<file path="config.mk">
export PLATFORM = sky130hd
export DESIGN_NAME = subtract_and_nibble_swap_alu
export DESIGN_NICKNAME = d
export VERILOG_FILES = /design/src/hw/alu_pkg.sv /design/src/hw/data_ram.sv /design/src/hw/subtract_and_nibble_swap_alu.sv
export VERILOG_INCLUDE_DIRS = /design/src /design/src/hw
export SDC_FILE = /design/constraint.sdc
export NUM_CORES = 2
export LEC_CHECK = 0
export BUFFER_PORTS_ARGS = -buffer_cell sky130_fd_sc_hd__buf_2
export CELL_PAD_IN_SITES_DETAIL_PLACEMENT = 1
export CELL_PAD_IN_SITES_GLOBAL_PLACEMENT = 1
export CORE_MARGIN = 8
export CORE_UTILIZATION = 53
export DETAILED_ROUTE_END_ITERATION = 10
export PLACE_DENSITY_LB_ADDON = 0.1
export SYNTH_ARGS = -nofsm -noshare
export SYNTH_HDL_FRONTEND = slang
export SYNTH_SLANG_ARGS = --single-unit
</file>
<file path="constraint.sdc">
create_clock -name i_mclk -period 1.2 [get_ports i_mclk]
set_input_delay 0.06 -clock i_mclk [delete_from_list [all_inputs] [get_ports i_mclk]]
set_output_delay 0.06 -clock i_mclk [all_outputs]
set_load 0.02 [all_outputs]
</file>
<file path="src/hw/alu_params.svh">
`ifndef ALU_PARAMS_SVH
`define ALU_PARAMS_SVH

`define DATA_W        8
`define NIB_W         4
`define ADDR_W_DEF    8
`define WREG_RESET    8'h00
`define FLAGS_RESET   4'h0
`define FLAG_BORROW   0
`define FLAG_HALF     1
`define FLAG_NULL     2
`define FLAG_WRAP     3
`define FLAGS_W       4

`endif

</file>
<file path="src/hw/alu_pkg.sv">
package alu_pkg;

  typedef enum logic [4:0] {
    OP_NONE     = 5'b00001,
    OP_SUB_MEM  = 5'b00010,
    OP_SUB_TOM  = 5'b00100,
    OP_SUB_IMM  = 5'b01000,
    OP_SWAP     = 5'b10000
  } op_t;

  typedef enum logic [2:0] {
    ST_IDLE  = 3'b001,
    ST_READ  = 3'b010,
    ST_WRITE = 3'b100
  } state_t;

endpackage : alu_pkg

</file>
<file path="src/hw/data_ram.sv">
`timescale 1ns/1ps
`default_nettype none
`include "alu_params.svh"

module data_ram #(
  parameter int ADDR_W = `ADDR_W_DEF
) (
  input  wire logic                 i_mclk,
  input  wire logic                 i_we,
  input  wire logic [ADDR_W-1:0]    i_addr,
  input  wire logic [`DATA_W-1:0]   i_wdata,
  output logic      [`DATA_W-1:0]   o_rdata
);

  logic [`DATA_W-1:0] mem [0:(1<<ADDR_W)-1];
  logic [`DATA_W-1:0] rdata_q;

  always_ff @(posedge i_mclk) begin
    if (i_we) begin
      mem[i_addr] <= i_wdata;
    end
    rdata_q <= mem[i_addr];
  end

  assign o_rdata = rdata_q;

endmodule : data_ram
`default_nettype wire

</file>
<file path="src/hw/subtract_and_nibble_swap_alu.sv">
// Function
// - register-minus-memory puts working_register minus the memory byte in working_register.
// - minus_to_memory_op writes working_register minus the byte back to it, register kept.
// - immediate subtract puts working_register minus the instruction constant in it.
// - every subtract clears borrow-out when negative and sets it when zero or positive.
// - nibble swap exchanges the two nibbles of the memory byte and writes it back.
`timescale 1ns/1ps
`default_nettype none
`include "alu_params.svh"

module subtract_and_nibble_swap_alu #(
  parameter int ADDR_W = `ADDR_W_DEF
) (
  input  wire logic                 i_mclk,
  input  wire logic                 i_resetn,
  input  wire logic                 i_start,
  input  wire alu_pkg::op_t         i_op,
  input  wire logic [ADDR_W-1:0]    i_addr,
  input  wire logic [`DATA_W-1:0]   i_imm,
  input  wire logic                 i_wr_load,
  input  wire logic [`DATA_W-1:0]   i_wr_data,
  output logic                      o_busy,
  output logic                      o_done,
  output logic [`DATA_W-1:0]        o_working_register,
  output logic                      o_signed_wrap_flag,
  output logic                      o_null_flag,
  output logic                      o_half_borrow_flag,
  output logic                      o_borrow_out_flag
);

  // ----------------------------------------------------------------
  // reset release
  // ----------------------------------------------------------------
  logic rst_meta_q;
  logic rst_n_q;

  always_ff @(posedge i_mclk or negedge i_resetn) begin
    if (!i_resetn) begin
      rst_meta_q <= 1'b0;
      rst_n_q    <= 1'b0;
    end else begin
      rst_meta_q <= 1'b1;
      rst_n_q    <= rst_meta_q;
    end
  end

  // ----------------------------------------------------------------
  // subtract with flags
  // ----------------------------------------------------------------
  function automatic logic [`DATA_W+`FLAGS_W-1:0] sub_flags(
    input logic [`DATA_W-1:0] a,
    input logic [`DATA_W-1:0] b
  );
    logic [`DATA_W:0]   full;
    logic [`NIB_W:0]    low;
    logic [`DATA_W-1:0] diff;
    logic [`FLAGS_W-1:0] f;
    full = {1'b0, a} - {1'b0, b};
    low  = {1'b0, a[`NIB_W-1:0]} - {1'b0, b[`NIB_W-1:0]};
    diff = full[`DATA_W-1:0];
    f[`FLAG_BORROW] = ~full[`DATA_W];
    f[`FLAG_HALF]   = ~low[`NIB_W];
    f[`FLAG_NULL]   = (diff == '0);
    f[`FLAG_WRAP]   = (a[`DATA_W-1] ^ b[`DATA_W-1]) & (a[`DATA_W-1] ^ diff[`DATA_W-1]);
    return {diff, f};
  endfunction : sub_flags

  // ----------------------------------------------------------------
  // memory
  // ----------------------------------------------------------------
  logic               mem_we;
  logic [`DATA_W-1:0] mem_wdata;
  logic [`DATA_W-1:0] mem_rdata;
  logic [ADDR_W-1:0]  addr_q;
  logic [ADDR_W-1:0]  addr_d;

  data_ram #(
    .ADDR_W (ADDR_W)
  ) u_ram (
    .i_mclk  (i_mclk),
    .i_we    (mem_we),
    .i_addr  (addr_d),
    .i_wdata (mem_wdata),
    .o_rdata (mem_rdata)
  );

  // ----------------------------------------------------------------
  // sequencer
  // ----------------------------------------------------------------
  alu_pkg::state_t     state_q, state_d;
  alu_pkg::op_t        op_q, op_d;
  logic [`DATA_W-1:0]  imm_q, imm_d;
  logic [`DATA_W-1:0]  wreg_q, wreg_d;
  logic [`FLAGS_W-1:0] flags_q, flags_d;
  logic                done_q, done_d;
  logic [`DATA_W+`FLAGS_W-1:0] res;
  logic [`DATA_W-1:0]  swapped;

  always_comb begin
    state_d   = state_q;
    op_d      = op_q;
    imm_d     = imm_q;
    addr_d    = addr_q;
    wreg_d    = wreg_q;
    flags_d   = flags_q;
    done_d    = 1'b0;
    mem_we    = 1'b0;
    res       = sub_flags(wreg_q, mem_rdata);
    swapped   = {mem_rdata[`NIB_W-1:0], mem_rdata[`DATA_W-1:`NIB_W]};
    mem_wdata = res[`DATA_W+`FLAGS_W-1:`FLAGS_W];
    case (state_q)
      alu_pkg::ST_IDLE: begin
        if (i_wr_load) begin
          wreg_d = i_wr_data;
        end
        if (i_start) begin
          op_d  = i_op;
          imm_d = i_imm;
          if (i_op == alu_pkg::OP_SUB_IMM) begin
            res     = sub_flags(wreg_q, i_imm);
            wreg_d  = res[`DATA_W+`FLAGS_W-1:`FLAGS_W];
            flags_d = res[`FLAGS_W-1:0];
            done_d  = 1'b1;
          end else if (i_op != alu_pkg::OP_NONE) begin
            addr_d  = i_addr;
            state_d = alu_pkg::ST_READ;
          end
        end
      end
      alu_pkg::ST_READ: begin
        state_d = alu_pkg::ST_WRITE;
      end
      alu_pkg::ST_WRITE: begin
        state_d = alu_pkg::ST_IDLE;
        done_d  = 1'b1;
        case (op_q)
          alu_pkg::OP_SUB_MEM: begin
            wreg_d  = res[`DATA_W+`FLAGS_W-1:`FLAGS_W];
            flags_d = res[`FLAGS_W-1:0];
          end
          alu_pkg::OP_SUB_TOM: begin
            mem_we  = 1'b1;
            flags_d = res[`FLAGS_W-1:0];
          end
          alu_pkg::OP_SWAP: begin
            mem_we    = 1'b1;
            mem_wdata = swapped;
          end
          default: begin
          end
        endcase
      end
      default: begin
        state_d = alu_pkg::ST_IDLE;
      end
    endcase
  end

  always_ff @(posedge i_mclk or negedge rst_n_q) begin
    if (!rst_n_q) begin
      state_q <= alu_pkg::ST_IDLE;
      op_q    <= alu_pkg::OP_NONE;
      imm_q   <= '0;
      addr_q  <= '0;
      wreg_q  <= `WREG_RESET;
      flags_q <= `FLAGS_RESET;
      done_q  <= 1'b0;
    end else begin
      state_q <= state_d;
      op_q    <= op_d;
      imm_q   <= imm_d;
      addr_q  <= addr_d;
      wreg_q  <= wreg_d;
      flags_q <= flags_d;
      done_q  <= done_d;
    end
  end

  assign o_busy             = (state_q != alu_pkg::ST_IDLE);
  assign o_done             = done_q;
  assign o_working_register = wreg_q;
  assign o_signed_wrap_flag = flags_q[`FLAG_WRAP];
  assign o_null_flag        = flags_q[`FLAG_NULL];
  assign o_half_borrow_flag = flags_q[`FLAG_HALF];
  assign o_borrow_out_flag  = flags_q[`FLAG_BORROW];

endmodule : subtract_and_nibble_swap_alu
`default_nettype wire

</file>
After elaboration in Yosys (flattened, before gate mapping)
Memory sizes are Yosys's and may differ from the RTL's. A register that Yosys moved wholly into a read port is not among the register bits.
Cells that the tools add are included.
{ "word_totals": {"regBits": 31, "mem_bits_rw": 2048, "in_bits": 33, "out_inout_bits": 14, "elab_cells": 73, "mem_count": 1} }
{ "mem_list": {"columns": ["memory", "words", "word_bits", "read_ports", "rd_ports_with_merged_regs", "wr", "line_no", "rtl"], "rows": [
  ["u_ram.mem", 256, 8, 1, 1, 1, "data_ram.sv:15", "logic [`DATA_W-1:0] mem [0:(1<<ADDR_W)-1];"]
]} }
{ "classes": {"n_addsub": 4, "eq_ne": 15, "n_mux": 26, "bitwise": 10, "n_reduce_logical": 9} }
{ "ops": {"columns": ["op", "n"], "rows": [
  ["$mux 8", 10],
  ["$sub 8x8->9", 2],
  ["$logic_not 8->1", 2],
  ["$pmux 8 s2", 1],
  ["$mux 4", 3],
  ["$ne 2x2->1 const B", 6],
  ["$sub 4x4->5", 2],
  ["$mux 3", 3],
  ["$pmux 4 s2", 1],
  ["$mux 1", 6],
  ["$pmux 3 s2", 1],
  ["$eq 5x2->1 const B", 1],
  ["$eq 5x3->1 const B", 1],
  ["$eq 5x4->1 const B", 1],
  ["$eq 5x5->1 const B", 1],
  ["$ne 5x1->1 const B", 1],
  ["$not 1->1", 4],
  ["$reduce_and 2->1", 2],
  ["$reduce_and 4->1", 1],
  ["$reduce_or 2->1", 2],
  ["$xor 1x1->1", 4],
  ["$eq 3x1->1 const B", 1],
  ["$eq 3x2->1 const B", 1],
  ["$eq 3x3->1 const B", 1],
  ["other kinds (5)", 6]
]} }

Depth between registers and ports, before layout
{ "logic_depth": {"depth_word": 6, "ltp_mapped": 15} }

Hierarchy
From an unflattened synthesis, not the netlist that was laid out.
{ "unflattened": {"cells_unflattened": 3801, "hier_area_um2": 80891.3} }
{ "by_module_without_submodules": {"columns": ["module", "instances", "cells_each", "area_per_inst_um2", "seq_area_each_um2"], "rows": [
  ["data_ram", 1, 3547, 78492.8, 61659.1],
  ["subtract_and_nibble_swap_alu", 1, 254, 2398.6, 778.2]
]} }

Least setup slack after synthesis
Ideal clock, no wire load.
{ "synth_timing": {"path_type": "reg-to-reg", "startpoint": "register wreg_q[1], in the netlist o_working_register[1]", "endpoint": "memory u_ram.mem[0][5] (netlist name), data pin", "setup_ns": 2.187, "t_arrival_ns": 11.536, "slack_ns": -12.523, "path_stages_with_launch": 9, "path_buffers": 0, "period_less_slack_ns": 13.723, "path_cell_list": "dfrtp_1 ha_1 nor2b_1 o21ai_0 nand2b_1 a21o_1 a21o_1 xnor2_1 o21ai_0"} }
{ "synth_between": {"elab_chain_len": 3} }
{ "synth_lines": {"columns": ["element", "line_no", "rtl"], "rows": [
  ["from (decl)", "subtract_and_nibble_swap_alu.sv:93", "logic [`DATA_W-1:0] wreg_q, wreg_d;"],
  ["from (signal assigned)", "subtract_and_nibble_swap_alu.sv:165", "wreg_q <= `WREG_RESET;"],
  ["from (signal assigned)", "subtract_and_nibble_swap_alu.sv:173", "wreg_q <= wreg_d;"],
  ["$sub 8x8->9 *", "subtract_and_nibble_swap_alu.sv:58", "full = {1'b0, a} - {1'b0, b};"],
  ["$mux 8", "subtract_and_nibble_swap_alu.sv:136", "case (op_q)"],
  ["$mux 8 *", "subtract_and_nibble_swap_alu.sv:111", "case (state_q)"],
  ["net mem_wdata[5]", "subtract_and_nibble_swap_alu.sv:72", "logic [`DATA_W-1:0] mem_wdata;"],
  ["to (decl)", "data_ram.sv:15", null]
]} }
The timed path passes the listed nets; every way through them passes the cells marked *.

Final worst setup path
{ "layout_timing": {"startpoint": "register state_q[0]", "endpoint": "register u_ram.rdata_q[7], in the netlist u_ram.o_rdata[7], read port of u_ram.mem"} }
{ "layout_between": {"elab_chain_len": 2} }
{ "layout_lines": {"columns": ["element", "line_no", "rtl"], "rows": [
  ["from (decl)", "subtract_and_nibble_swap_alu.sv:90", "alu_pkg::state_t state_q, state_d;"],
  ["from (signal assigned)", "subtract_and_nibble_swap_alu.sv:161", "state_q <= alu_pkg::ST_IDLE;"],
  ["from (signal assigned)", "subtract_and_nibble_swap_alu.sv:169", "state_q <= state_d;"],
  ["$eq 3x1->1", "subtract_and_nibble_swap_alu.sv:111", null],
  ["$mux 8", "subtract_and_nibble_swap_alu.sv:111", null],
  ["to (decl)", "data_ram.sv:16", "logic [`DATA_W-1:0] rdata_q;"]
]} }
No other way between the ends.
A chain may end at the register's enable or synchronous reset.

==> impl_summary.log <==
[metrics] placed cell areas: 0.0935 mm²
[metrics] register clock-pin slew on the reported worst setup and hold paths: 70 ps
[metrics] combinational group share of total power: 0.477
[metrics] clock tree from TritonCTS: built
[metrics] post-synthesis share of cell area spent on full adders, half adders and majority gates: 0.00291
[metrics] largest buffer count on any clock path: 3
[metrics] kind of start point of the critical path: flip-flop
[metrics] hold slack final: -268 ps
[metrics] class of the most critical hold timing path: in -> reg
[metrics] post-synth top area cell: sky130_fd_sc_hd__edfxtp_1
[metrics] start-to-end type of the worst setup path: reg -> reg
[metrics] final worst path period need: 3810 ps
[metrics] sw power: 147 mW
[metrics] clk root buf: sky130_fd_sc_hd__clkbuf_16
[metrics] number of vias after detailed routing: 60,300
[metrics] complex-gate fraction of the synthesized area: 0.0974
[metrics] overflow left after global routing: 0
[metrics] global-route wire length before repair: 425,000 µm
[metrics] Critical Path Sink Type: flip-flop
[metrics] proportion of netlist area held by the largest area contributor: 0.745
[metrics] Max-Slew Margin vs Limit: 0.402
[metrics] Worst path slowest cell: sky130_fd_sc_hd__a22oi_2
[metrics] I/O pin count: 47
[metrics] XOR/XNOR Fraction of Synth Area: 0.00179
[metrics] internal power of the cells: 212 mW
[metrics] Worst Path Max Fanout: 18
[metrics] share of the clock period used by the worst path after layout: 3.17
[metrics] total of max-cap violations: 0
[metrics] most common flop cell mapped by yosys: sky130_fd_sc_hd__edfxtp_1
[metrics] Final Instance Area: 0.103 mm²
[metrics] switching portion of total power: 0.409
[metrics] WP data arrival: 4500 ps
[metrics] Post-Route Setup TNS: -7,514,760 ps
[metrics] placed wire-length estimate: 183,000 µm
[metrics] number of port buffers: 46
[metrics] Core Rows: 145
[metrics] final antenna-violating net count: 0
[metrics] Slew Viols, Final: 0
[metrics] wire length reported by the detailed router: 301,000 µm
[metrics] antenna violations before repair: 5
[metrics] failing checks: hold timing, setup timing
[metrics] total leakage power: 35.8 nW
[metrics] area of the placeable core: 0.155 mm²
[metrics] slew of the pin with the lowest slew margin: 894 ps
[metrics] Setup violations, final: 4,146
[metrics] first-iteration detailed-routing DRC count: 7,415
[metrics] detail-routed net length per standard cell: 32.2 µm
[metrics] Cell Chain, Critical Path: nand4bb_4 -> a21oi_4 -> buf_12 -> mux2i_1 -> and2_4 -> buf_12 -> buf_12 -> nand3_1 -> nand4_1 -> nand4_1 -> a22oi_2 -> buf_4 -> nand4_1
[metrics] Yosys cell types: 60
[metrics] commonest non-fill, non-tap cells in the layout: 2,048 x sky130_fd_sc_hd__edfxtp_1, 1,459 x sky130_fd_sc_hd__nand2_1, 858 x sky130_fd_sc_hd__buf_4
[metrics] most frequent standard cell in the layout excluding fill and tap cells: sky130_fd_sc_hd__edfxtp_1
[metrics] sum of buffers and inverters on the critical path: 4
[metrics] number of warnings reported in the yosys synthesis log: 0
[metrics] insertion delay to the later sink of the worst-skew pair: 860 ps
[metrics] maximum number of pins on one net before global-route repair: 83
[metrics] Die Height: 411 µm
[metrics] number of enable flip-flop cells after synthesis: 2,048
[metrics] number of iterations in the first detailed-routing pass: 6
[metrics] basic-gate share of the synthesized area counting and, or, nand and nor cells: 0.113
[metrics] number of remaining DRC errors: 0
[metrics] starting density of the core: 0.531
[metrics] share of flip-flops with an asynchronous set or reset: 0.0149
[metrics] Fin Clk Skew: 34.4 ps
[metrics] power share of the sequential group: 0.341
[metrics] Layout area overhead: 25.3%
[metrics] net total in the final layout: 7,173
[metrics] dominant cells by area after synthesis: sky130_fd_sc_hd__edfxtp_1 75%, sky130_fd_sc_hd__nand2_1 6.7%, sky130_fd_sc_hd__a21oi_1 4.1%
[metrics] Post-Synthesis Mean Instance Area: 13.5 µm²
[metrics] combined global-route utilization of all metal layers: 0.339
[metrics] Seq cells post-synth: 2,087
[metrics] syn nets: 6,183
[metrics] main combinational cell family by area after synthesis: simple AND/OR/NAND/NOR gates
[metrics] run status: complete, but fails checks
[metrics] clock group share of total power: 0.182
[metrics] data required time of the worst path: 1890 ps
[metrics] via/cell ratio: 6.45
[metrics] slack of the critical path: -2610 ps
[metrics] die width: 411 µm
[metrics] power density over cell area: 3470 mW/mm²
[metrics] pre-CTS WS: -2940 ps
[metrics] Seq/Total Area, Yosys: 0.756
[metrics] CTS buffer count: 209
[metrics] synthesized instance count: 6,132
[metrics] setup repair after global routing missed its margin: yes
[metrics] maximum vdd ir drop: 0.00346 V
[metrics] area enclosed by the die boundary: 0.169 mm²
[metrics] peak per-stage delay on the critical path: 600 ps
[metrics] multiplexer share of the synthesized area: 0.00283
[metrics] critical path's top delay family: simple AND/OR/NAND/NOR gates
[metrics] # fillers: 14,400
[metrics] number of hold-slack violations in the final timing report: 14
[metrics] CTS H-tree lvls: 4
[metrics] Mapped Area: 0.0825 mm²
[metrics] hold_buf cts: 19
[metrics] routability congestion estimate: 0.881
[metrics] via count of the first global-routing pass: 62,900
[metrics] share of layout cells above drive strength 1: 0.240
[metrics] maximum operating frequency: 263 MHz
[metrics] Util after Layout: 0.665
[metrics] count of clock tree sinks: 2,087
-- synth_stat cells, types with 29 or more instances --
cell type                  number
sky130_fd_sc_hd__a21oi_1      677
sky130_fd_sc_hd__a22oi_1      393
sky130_fd_sc_hd__a32oi_1      128
sky130_fd_sc_hd__buf_2        223
sky130_fd_sc_hd__clkbuf_1     180
sky130_fd_sc_hd__dfrtp_1       29
sky130_fd_sc_hd__edfxtp_1    2048
sky130_fd_sc_hd__inv_1         33
sky130_fd_sc_hd__nand2_1     1475
sky130_fd_sc_hd__nand3_1      262
sky130_fd_sc_hd__nand4_1      177
sky130_fd_sc_hd__nor2_1       293
-- registers in the layout, indices dropped and copies added, names as in the netlist --
name / flops
u_ram.mem: 2048
addr_q: 8
o_working_register: 8
u_ram.o_rdata: 8
op_q: 5
flags_q: 4
state_q: 3
o_done: 1
rst_meta_q: 1
rst_n_q: 1
-- area by class of cell --
cell class	count	area, µm²	area share
clock buffers	257	5460	0.0528
repair buffers	1203	11900	0.115
clock inverters	125	1190	0.0115
well taps	2058	2570	0.0249
flip-flops and latches	2087	62400	0.604
multi-input cells	3584	19700	0.191
inverters	34	151	0.00146
diodes	2	5.00	0.0000484
repair inverters	3	26.3	0.000254
-- worst paths after layout --
kind                                        startpoint                       end  slack (ps)  depth (start not counted)
min in group asynchronous                     i_resetn      rst_meta_q$_DFF_PN0_          90                          3
max in group asynchronous            rst_n_q$_DFF_PN0_    state_q[0]$_DFFE_PN1P_         690                          1
worst max register to register  state_q[0]$_DFFE_PN1P_  u_ram.o_rdata[7]$_DFF_P_       -2610                         13
worst min-delay path                           i_start    state_q[1]$_DFFE_PN0P_        -270                          4
worst max-delay path            state_q[0]$_DFFE_PN1P_  u_ram.o_rdata[7]$_DFF_P_       -2610                         13
worst min register to register       rst_n_q$_DFF_PN0_    state_q[2]$_DFFE_PN0P_         260                          1
-- what timing repair did --
action,4_1_cts,5_1_grt
pin swaps,69,80
hold endpoints to repair,26,13
buffers inserted,52,31
gates cloned,9,6
resized for setup,231,204
endpoints found under the setup margin,4146,4146
-- kinds of logic (layout without fill, tap and decap cells) --
logic type,after synthesis,after routing
AO/OA/AOI/OAI,1274,1274
XOR/XNOR,16,16
adder cells (fa/ha/maj),18,18
buffers and inverters,461,1622
flip-flops,2087,2087
multiplexers,21,21
other,1,3
AND/OR/NAND/NOR,2254,2254
-- tightest hold or removal path, stage by stage --
cell                        delay (ps)
sky130_fd_sc_hd__buf_2             130
sky130_fd_sc_hd__nand4bb_4         120
sky130_fd_sc_hd__a21oi_4            70
sky130_fd_sc_hd__buf_4             140
-- stage by stage --
stage,hold slack (ps),power [mW],std cells
4_1_cts,-310,350,9316
3_3_place_gp,-152,271,8857
3_5_place_dp,-148,278,8857
2_1_floorplan,-236,143,6132
6_report,-268,359,9353
5_1_grt,-272,367,9351
-- power groups by stage --
stage	registers (mW)	logic, mW	clock network (mW)
6_report	122	171	65.1
5_1_grt	122	177	67.8
4_1_cts	122	163	65.3
3_5_place_dp	124	154	0
3_3_place_gp	124	147	0
2_1_floorplan	93.0	50.2	0
-- per-layer routing --
layer | vias up | GRT usage | wire length [µm]
met5 | - | 0 | 27
met4 | 4 | 0.171 | 18300
met3 | 844 | 0.0644 | 26900
met2 | 3502 | 0.567 | 147000
met1 | 31000 | 0.426 | 109000
li1 | 25000 | - | -
(Power assumes the default switching activity.)
